**config.mk**
```make
export PLATFORM = sky130hd
export DESIGN_NAME = event_status_info_encoder
export DESIGN_NICKNAME = d
export VERILOG_FILES = /design/src/logic/esn_pkg.sv /design/src/logic/esn_sync.sv /design/src/logic/event_status_info_encoder.sv
export VERILOG_INCLUDE_DIRS = /design/src /design/src/logic
export SDC_FILE = /design/constraint.sdc
export NUM_CORES = 1
export LEC_CHECK = 0
export ABC_CLOCK_PERIOD_IN_PS = 5500
export BUFFER_PORTS_ARGS = -buffer_cell sky130_fd_sc_hd__clkbuf_2
export CORE_MARGIN = 1.5
export CORE_UTILIZATION = 50
export CTS_BUF_LIST = sky130_fd_sc_hd__clkbuf_8
export CTS_CLUSTER_SIZE = 30
export DETAILED_ROUTE_END_ITERATION = 8
export PLACE_DENSITY = 0.75
export SYNTH_ARGS = -nofsm -noshare
export SYNTH_HDL_FRONTEND = slang
export SYNTH_HIERARCHICAL = 1
export SYNTH_SLANG_ARGS = --single-unit
```
**constraint.sdc**
```tcl
create_clock -name core_clk -period 5.5 [get_ports core_clk]
set_clock_uncertainty 0.1 [all_clocks]
set_input_delay 0.275 -clock core_clk [delete_from_list [all_inputs] [get_ports core_clk]]
set_output_delay 0.275 -clock core_clk [all_outputs]
set_load 0.05 [all_outputs]
```
**src/logic/esn_regs.svh**
```systemverilog
// constants of the event status information encoder
// assumes: included by bare name from the package and the design files
`ifndef ESN_REGS_SVH
`define ESN_REGS_SVH

// report framing
`define ESN_STATUS_CHECK 8'h02
`define ESN_KEY_UNIT_ATTN 8'h06
`define ESN_CODE_EVENT 8'h7F
`define ESN_QUAL_POWER 8'h02
`define ESN_QUAL_MEDIA 8'h04
`define ESN_QUAL_BUSY 8'h06
`define ESN_RESERVED_BYTE 8'h00

// power management event and state codes
`define ESN_PM_EV_NONE 8'h00
`define ESN_PM_EV_DONE 8'h01
`define ESN_PM_EV_FAIL 8'h02
`define ESN_PWR_ACTIVE 8'h01
`define ESN_PWR_IDLE 8'h02
`define ESN_PWR_STANDBY 8'h03

// media event codes and status bit positions
`define ESN_MED_EV_NONE 8'h00
`define ESN_MED_EV_EJECT 8'h01
`define ESN_MED_EV_NEW 8'h02
`define ESN_MED_EV_REMOVED 8'h03
`define ESN_MED_DOOR_BIT 0
`define ESN_MED_PRESENT_BIT 1

// device busy event and status codes
`define ESN_BSY_EV_NONE 8'h00
`define ESN_BSY_EV_TIMEOUT 8'h01
`define ESN_BSY_READY 8'h00
`define ESN_BSY_WAKE 8'h01
`define ESN_BSY_EARLIER 8'h02
`define ESN_BSY_DEFERRED 8'h03

// timing: busy time unit and clock period
`define ESN_TIME_UNIT_MS 100
`define ESN_CLK_PERIOD_NS 100
`define ESN_TICK_CYCLES (`ESN_TIME_UNIT_MS * 1000000 / `ESN_CLK_PERIOD_NS)

// reset values
`define ESN_TIME_RESET 16'h0000
`define ESN_TICK_RESET 20'h0_0000

`endif

```
**src/logic/esn_pkg.sv**
```systemverilog
// types of the event status information encoder
// assumes: esn_regs.svh is reachable on the include path
package esn_pkg;
`include "esn_regs.svh"

  typedef enum logic [1:0] {
    PM_NONE = 2'h0,
    PM_DONE = 2'h1,
    PM_FAIL = 2'h2
  } pm_kind_t;

  typedef enum logic [1:0] {
    PWR_ACTIVE = 2'h1,
    PWR_IDLE = 2'h2,
    PWR_STANDBY = 2'h3
  } pwr_state_t;

  typedef enum logic [1:0] {
    MED_NONE = 2'h0,
    MED_EJECT = 2'h1,
    MED_NEW = 2'h2,
    MED_REMOVED = 2'h3
  } media_kind_t;

  typedef enum logic [1:0] {
    BSY_READY = 2'h0,
    BSY_WAKE = 2'h1,
    BSY_EARLIER = 2'h2,
    BSY_DEFERRED = 2'h3
  } busy_reason_t;

  typedef enum logic {
    ST_IDLE = 1'b0,
    ST_SEND = 1'b1
  } fsm_t;

  typedef struct packed {
    pm_kind_t kind;
    pwr_state_t state;
  } pm_rec_t;

  typedef struct packed {
    media_kind_t kind;
    logic door_open;
    logic present;
    logic [7:0] start_slot;
    logic [7:0] end_slot;
  } media_rec_t;

  typedef struct packed {
    logic timeout;
    busy_reason_t reason;
    logic [15:0] time_left;
  } busy_rec_t;

  typedef struct packed {
    logic [7:0] status;
    logic [7:0] sense_key;
    logic [7:0] sense_code;
    logic [7:0] qualifier;
    logic [3:0][7:0] info;
  } report_t;
endpackage

```
**src/logic/esn_sync.sv**
```systemverilog
// two-flop synchroniser for a group of pin levels
// assumes: inputs are asynchronous levels, core_clk domain on the output
`timescale 1ns/1ps
module esn_sync #(
  parameter int W = 2
) (
  input wire logic core_clk, // system clock
  input wire logic rst, // async reset, active high
  input wire logic [W-1:0] d, // asynchronous levels
  output logic [W-1:0] q // synchronised levels
);
  typedef struct packed {
    logic [W-1:0] meta;
    logic [W-1:0] stable;
  } sync_st_t;

  sync_st_t st;
  sync_st_t next_st;

  // first stage feeds only the second stage
  always_comb begin
    next_st.meta = d;
    next_st.stable = st.meta;
  end

  always_ff @(posedge core_clk or posedge rst) begin
    if (rst) begin
      st <= '0;
    end else begin
      st <= next_st;
    end
  end

  assign q = st.stable;
endmodule // esn_sync

```
**src/logic/event_status_info_encoder.sv**
```systemverilog
// event status report builder: frames unsolicited status for three classes
// assumes: request strobes and enable come from logic on core_clk;
// door and media sense arrive as raw pins
`timescale 1ns/1ps
`include "esn_regs.svh"
module event_status_info_encoder #(
  parameter int TICK_CYCLES = `ESN_TICK_CYCLES
) (
  input wire logic core_clk, // 10 MHz system clock
  input wire logic rst, // async reset, active high
  input wire logic unsol_enable, // initiator enabled unsolicited status
  input wire logic multi_slot, // device has several slots
  input wire logic sense_when_open, // media sensed with door open
  input wire logic pm_req, // power event strobe
  input wire esn_pkg::pm_kind_t pm_kind, // power event kind
  input wire esn_pkg::pwr_state_t pm_state, // power state in force
  input wire logic media_req, // media event strobe
  input wire esn_pkg::media_kind_t media_kind, // media event kind
  input wire logic [7:0] start_slot, // first slot concerned
  input wire logic [7:0] end_slot, // last slot concerned
  input wire logic door_open_pin, // raw door or tray open level
  input wire logic media_present_pin, // raw media present level
  input wire logic busy_load, // load the busy time estimate
  input wire logic [15:0] busy_time, // estimate, 100 ms units
  input wire logic busy_req, // busy event strobe
  input wire logic busy_timeout, // busy event is a time-out
  input wire esn_pkg::busy_reason_t busy_reason, // why busy
  output logic rpt_valid, // report ready for transport
  input wire logic rpt_ready, // transport takes the report
  output esn_pkg::report_t rpt, // framed report
  output logic [2:0] pending, // {busy, media, power} waiting
  output logic [15:0] busy_remaining // live time estimate
);
  localparam logic [19:0] TICK_LAST = 20'(TICK_CYCLES - 1);

  typedef struct packed {
    esn_pkg::fsm_t fsm;
    logic pm_pend;
    logic media_pend;
    logic busy_pend;
    esn_pkg::pm_rec_t pm;
    esn_pkg::media_rec_t media;
    esn_pkg::busy_rec_t busy;
    esn_pkg::report_t rpt;
    logic [19:0] tick;
    logic [15:0] remain;
  } enc_st_t;

  enc_st_t st;
  enc_st_t next_st;
  logic [1:0] pins;

  // door and media sense are raw pins: two flops before any use
  esn_sync #(
    .W(2)
  ) u_pin_sync (
    .core_clk(core_clk),
    .rst(rst),
    .d({media_present_pin, door_open_pin}),
    .q(pins)
  );

  function automatic logic [7:0] pm_event_byte(esn_pkg::pm_kind_t k);
    case (k)
      esn_pkg::PM_DONE: pm_event_byte = `ESN_PM_EV_DONE;
      esn_pkg::PM_FAIL: pm_event_byte = `ESN_PM_EV_FAIL;
      esn_pkg::PM_NONE: pm_event_byte = `ESN_PM_EV_NONE;
      default: pm_event_byte = `ESN_PM_EV_NONE;
    endcase
  endfunction

  function automatic logic [7:0] pwr_byte(esn_pkg::pwr_state_t s);
    case (s)
      esn_pkg::PWR_IDLE: pwr_byte = `ESN_PWR_IDLE;
      esn_pkg::PWR_STANDBY: pwr_byte = `ESN_PWR_STANDBY;
      esn_pkg::PWR_ACTIVE: pwr_byte = `ESN_PWR_ACTIVE;
      default: pwr_byte = `ESN_PWR_ACTIVE;
    endcase
  endfunction

  function automatic logic [7:0] med_event_byte(esn_pkg::media_kind_t k);
    case (k)
      esn_pkg::MED_EJECT: med_event_byte = `ESN_MED_EV_EJECT;
      esn_pkg::MED_NEW: med_event_byte = `ESN_MED_EV_NEW;
      esn_pkg::MED_REMOVED: med_event_byte = `ESN_MED_EV_REMOVED;
      esn_pkg::MED_NONE: med_event_byte = `ESN_MED_EV_NONE;
      default: med_event_byte = `ESN_MED_EV_NONE;
    endcase
  endfunction

  function automatic logic [7:0] busy_byte(esn_pkg::busy_reason_t r);
    case (r)
      esn_pkg::BSY_WAKE: busy_byte = `ESN_BSY_WAKE;
      esn_pkg::BSY_EARLIER: busy_byte = `ESN_BSY_EARLIER;
      esn_pkg::BSY_DEFERRED: busy_byte = `ESN_BSY_DEFERRED;
      esn_pkg::BSY_READY: busy_byte = `ESN_BSY_READY;
      default: busy_byte = `ESN_BSY_READY;
    endcase
  endfunction

  logic pm_take;
  logic media_take;
  logic busy_take;
  logic launch;

  logic door_sync;
  logic present_sync;
  logic present_eff;
  logic [7:0] med_status;

  logic counting;
  logic tick_wrap;

  logic [3:0][7:0] pm_info;
  logic [3:0][7:0] med_info;
  logic [3:0][7:0] bsy_info;
  esn_pkg::pm_rec_t pm_cap;
  esn_pkg::media_rec_t media_cap;
  esn_pkg::busy_rec_t busy_cap;
  esn_pkg::report_t frame;

  // requests only count while enabled: nothing queues up for later
  assign pm_take = pm_req & unsol_enable;
  assign media_take = media_req & unsol_enable;
  assign busy_take = busy_req & unsol_enable;

  // pin levels after the two-flop synchroniser
  assign door_sync = pins[0];
  assign present_sync = pins[1];

  // door and presence are sampled when the media event is taken
  assign present_eff = present_sync & (sense_when_open | ~door_sync);

  always_comb begin
    med_status = `ESN_RESERVED_BYTE;
    med_status[`ESN_MED_DOOR_BIT] = st.media.door_open;
    med_status[`ESN_MED_PRESENT_BIT] = st.media.present;
  end

  // each class fills all four information bytes, reserved ones with zero
  always_comb begin
    pm_info[0] = pm_event_byte(st.pm.kind);
    pm_info[1] = pwr_byte(st.pm.state);
    pm_info[2] = `ESN_RESERVED_BYTE;
    pm_info[3] = `ESN_RESERVED_BYTE;
  end

  // door and presence bits were frozen when the event was taken
  always_comb begin
    med_info[0] = med_event_byte(st.media.kind);
    med_info[1] = med_status;
    med_info[2] = st.media.start_slot;
    med_info[3] = st.media.end_slot;
  end

  // time estimate goes out most significant byte first
  always_comb begin
    bsy_info[0] = st.busy.timeout ? `ESN_BSY_EV_TIMEOUT
                                  : `ESN_BSY_EV_NONE;
    bsy_info[1] = busy_byte(st.busy.reason);
    bsy_info[2] = st.busy.time_left[15:8];
    bsy_info[3] = st.busy.time_left[7:0];
  end

  // fixed priority power, media, busy; one frame built per launch
  always_comb begin
    frame.status = `ESN_STATUS_CHECK;
    frame.sense_key = `ESN_KEY_UNIT_ATTN;
    frame.sense_code = `ESN_CODE_EVENT;
    if (st.pm_pend) begin
      frame.qualifier = `ESN_QUAL_POWER;
      frame.info = pm_info;
    end else if (st.media_pend) begin
      frame.qualifier = `ESN_QUAL_MEDIA;
      frame.info = med_info;
    end else begin
      frame.qualifier = `ESN_QUAL_BUSY;
      frame.info = bsy_info;
    end
  end

  // records as they would be captured in this cycle
  always_comb begin
    pm_cap.kind = pm_kind;
    pm_cap.state = pm_state;
  end

  always_comb begin
    media_cap.kind = media_kind;
    media_cap.door_open = door_sync;
    media_cap.present = present_eff;
    // single-slot devices must not leak slot numbers into reserved bytes
    media_cap.start_slot = multi_slot ? start_slot
                                      : `ESN_RESERVED_BYTE;
    media_cap.end_slot = multi_slot ? end_slot
                                    : `ESN_RESERVED_BYTE;
  end

  always_comb begin
    busy_cap.timeout = busy_timeout;
    busy_cap.reason = busy_reason;
    // a load in the same cycle is reported rather than the stale estimate
    busy_cap.time_left = busy_load ? busy_time : st.remain;
  end

  assign launch = (st.fsm == esn_pkg::ST_IDLE) & unsol_enable &
                  (st.pm_pend | st.media_pend | st.busy_pend);

  // the estimate stops at zero rather than wrapping to the maximum
  assign counting = (st.remain != `ESN_TIME_RESET);
  assign tick_wrap = (st.tick == TICK_LAST);

  always_comb begin
    next_st = st;

    // time estimate counts down once per 100 ms
    if (busy_load) begin
      next_st.remain = busy_time;
      next_st.tick = `ESN_TICK_RESET;
    end else if (counting) begin
      if (tick_wrap) begin
        next_st.tick = `ESN_TICK_RESET;
        next_st.remain = st.remain - 16'h0001;
      end else begin
        next_st.tick = st.tick + 20'h0_0001;
      end
    end

    case (st.fsm)
      esn_pkg::ST_IDLE: begin
        if (launch) begin
          next_st.rpt = frame;
          next_st.fsm = esn_pkg::ST_SEND;
          if (st.pm_pend) begin
            next_st.pm_pend = 1'b0;
          end else if (st.media_pend) begin
            next_st.media_pend = 1'b0;
          end else begin
            next_st.busy_pend = 1'b0;
          end
        end
      end
      esn_pkg::ST_SEND: begin
        // a frame once offered is held until taken
        if (rpt_ready) begin
          next_st.fsm = esn_pkg::ST_IDLE;
        end
      end
      default: begin
        next_st.fsm = esn_pkg::ST_IDLE;
      end
    endcase

    // disabling drops whatever has not yet been framed
    if (!unsol_enable) begin
      next_st.pm_pend = 1'b0;
      next_st.media_pend = 1'b0;
      next_st.busy_pend = 1'b0;
    end

    // a new event wins over the clear in the same cycle
    if (pm_take) begin
      next_st.pm_pend = 1'b1;
      next_st.pm = pm_cap;
    end
    if (media_take) begin
      next_st.media_pend = 1'b1;
      next_st.media = media_cap;
    end
    if (busy_take) begin
      next_st.busy_pend = 1'b1;
      next_st.busy = busy_cap;
    end
  end

  always_ff @(posedge core_clk or posedge rst) begin
    if (rst) begin
      st <= '0;
    end else begin
      st <= next_st;
    end
  end

  // valid stays high until the transport takes the frame
  assign rpt_valid = (st.fsm == esn_pkg::ST_SEND);
  assign rpt = st.rpt;
  assign pending = {st.busy_pend, st.media_pend, st.pm_pend};
  assign busy_remaining = st.remain;
endmodule // event_status_info_encoder

```
==> impl_results.md <==
* Routability cong. at ~0.96
* EDFF count, synth at 0
* Commonest non-fill, non-tap cell in the layout: dfrtp_1
* Status: completed
* Final worst path period share at approximately 56%
* Largest net degree at the start of global routing at between 50 and 60
* HPWL Detailed at approximately 9.5 mm
* Layout Area Growth over Synthesis at 7.72%
* Pwr Density at around 340 mW/mm^2
* Row count at 39
* PortBufs at roughly 100
* RSZ-0062 raised after global routing: false
* Fmax at 324 MHz
* Post-Synthesis Cells at approximately 620
* Clock-pin slew on the worst setup and hold paths at ~0.1 ns
* Sw Share at about 40%
* Fin nets at 726
* Fin area at 0.00627 mm^2
* Drt pass-1 iters at 6
* Post-synth top area share at a little under half
* Total negative slack at 0 ns
* Routed vias at ~4600
* NetSw at 0.852 mW
* Worst Path Required at 5.69 ns
* Final Util at 55.2%
* Final Hold Fails at 0
* Iter 0 DRT Violations at approximately 570
* Ports at around 140
* Max Fanout on Critical Path at 27
* Min Hold Slack at 0.00931 ns
* Number of synthesized register bits at 110
* Slew margin rel. at between 20% and 30%
* Flop pwr share at 47.8%
* Most frequent cells in the layout: 110 x dfrtp_1, 104 x clkbuf_2, 64 x nand2_1, 45 x o21ai_0, 40 x nor2_1
* Worst Max-Slew Pin Slew at ~1.1 ns
* Fraction of registers with async set or reset after synthesis at 100%
* Kind of critical path: flip-flop to flip-flop
* Worst setup SP type: flip-flop
* Clock Root Buffer: clkbuf_8
* DRT Wirelength at roughly 13 mm
* Clock tree buffer depth at 2
* Core Footprint at 0.0114 mm^2
* Synthesized area per cell at ~9.4 um^2
* Die H at about 110 um
* DR WL/cell at 16.3 um
* Antenna diode count at 0
* Routed Antenna Nets at 0
* Clk_lat worst skew at 0.40 ns
* Yosys warning count at 6
* Comb pwr share at 28.9%
* DRC at 0
* GRT Total Usage at between 20% and 30%
* Top delay family on crit path: simple AND/OR/NAND/NOR gates
* Hold Buf Count CTS at 13
* LEAKAGE at approximately 3 nW
* Post-cts gate resize count at 0
* Chip width at around 110 um
* Leading area contributor after synthesis: dfrtp_1
* TritonCTS clock tree: done
* Number of CTS-inserted buffers at 9
* Worst setup EP type: flip-flop
* Initial antenna violation count at 0
* Max-cap violation count at 0
* CTS H-tree depth at 3
* Internal at about 1.3 mW
* Placed Area at approximately 0.0059 mm^2
* Vias per inst at 5.57
* Clk sinks at 110
* Worst vdd ir at 0.000241 V
* Ys flop type: dfrtp_1
* First-pass GRT wire length at around 22 mm
* Die area at 0.0123 mm^2
* Total grt overflow at 0
* CP cell instances: or4_4, or3_1, nor2_2, nor2_1, a22o_1
* Slowest Stage Delay on Critical Path at between 0.8 and 0.9 ns
* Buf+Inv Stages, Crit Path at 0
* Initial Utilization at between 50% and 60%
* Slew Viols, Final at 0
* Fin crit period at slightly above 3 ns
* HP Class: input port to flip-flop
* Post-synthesis sequential area ratio at between 40% and 50%
* Final setup vio count at 0
* Clk pwr share at 23.3%
* Synth Cell Area at between 0.005 and 0.006 mm^2
* Data arrival, critical path at approximately 3.3 ns
* Synth area leaders: dfrtp_1 47%, buf_4 11%, nand2_1 4.1%
* Postcts setup bufs at 0
* Vias in the first global route at ~4400
* Layout cells sized above 1 at 22.0%
* Yosys cell types at between 50 and 60
* CP max-delay cell: nor2_2
metal layers:
layer  global-route usage [%]  wire (um)
met3                     5.80        964
met1                     29.3       5630
met4                     7.35        278
met2                     36.2       6500
met5                        0          0
worst register-to-register path: cells and delay by family (launching register included):
kind	cells	cell delay [ns]
AND/OR/NAND/NOR	4	2.15
flip-flops	1	0.46
AO/OA/AOI/OAI	1	0.28
flip-flops by register name, summed over array words and instances (netlist names):
name,count
u_pin_sync/next_st,2
bsy_info,16
pending,3
med_info,18
busy_remaining,16
rpt_valid,1
u_pin_sync/q,2
st,29
rpt,23
final cells by class:
type / count / area (um^2)
Clock inverter: 6 / 61.3
Inverter: 35 / 134
Timing Repair Buffer: 122 / 688
Fill cell: 1036 / 5100
Clock buffer: 10 / 138
Tap cell: 143 / 179
Sequential cell: 110 / 2750
Multi-Input combinational cell: 393 / 2320
power by group through the flow:
stage | clock [mW] | combinational (mW) | sequential [mW]
after floorplan | 0 | 0.581 | 0.998
after global placement | 0 | 0.594 | 1.02
after detailed placement | 0 | 0.607 | 1.03
after CTS | 0.504 | 0.615 | 1.01
after global routing | 0.535 | 0.655 | 1.03
final | 0.494 | 0.612 | 1.01
cells by family (layout without fill, tap and decap cells):
family	count (synthesis)	after routing	share of synthesized area, %
and+or+nand+nor	171	171	14.3
AOI/OAI and AO/OA	163	163	18.2
buffers and inverters	149	173	15.2
DFF	110	110	47.3
muxes	25	25	4.53
adders and majority gates	2	2	0.430
other	1	32	0.0644
cells in the mapped netlist (2+ instances only):
library cell / number
or2_2: 2
nand3_1: 16
buf_1: 2
a31oi_1: 10
o31ai_1: 14
a2bb2oi_1: 2
a222oi_1: 14
nand4_1: 5
nor3b_1: 2
o211ai_1: 3
nor4_1: 3
buf_2: 4
o21a_1: 4
a22oi_1: 4
a21boi_0: 2
a21o_1: 5
o21ai_1: 3
o21ai_0: 45
nor2b_1: 4
nor3_1: 10
o41ai_1: 2
nand2_1: 64
nor2_1: 40
ha_1: 2
o22a_1: 3
nand2b_1: 2
a22o_1: 6
clkbuf_1: 22
or3_1: 2
and2_1: 2
or4_1: 6
inv_1: 35
o22ai_1: 7
mux2_2: 11
mux2i_1: 14
a21oi_1: 33
buf_4: 85
dfrtp_1: 110
nor4b_1: 3
worst paths after layout:
kind | from | to | slack, ns | depth (start not counted)
worst max-delay path | busy_remaining[11]$_DFFE_PP0P_ | st[23]$_DFFE_PP0P_ | 2.41 | 5
worst min-delay path | pm_kind[0] | st[141]$_DFFE_PP0P_ | 0.009 | 2
worst max register to register | busy_remaining[11]$_DFFE_PP0P_ | st[23]$_DFFE_PP0P_ | 2.41 | 5
worst min register to register | u_pin_sync/next_st[0]$_DFF_PP0_ | u_pin_sync/q[0]$_DFF_PP0_ | 0.26 | 0
max in group asynchronous | rst | busy_remaining[10]$_DFFE_PP0P_ | 3.74 | 4
min in group asynchronous | rst | u_pin_sync/next_st[1]$_DFF_PP0_ | 0.21 | 3
through the flow:
step	power (mW)	setup slack, ns	cells
CTS	2.13	2.39	819
finish	2.12	2.41	819
floorplan	1.58	2.34	652
global placement	1.61	2.56	790
global route	2.22	2.19	819
detailed placement	1.63	2.41	790
Note: power is estimated with default switching activity, not from simulation.
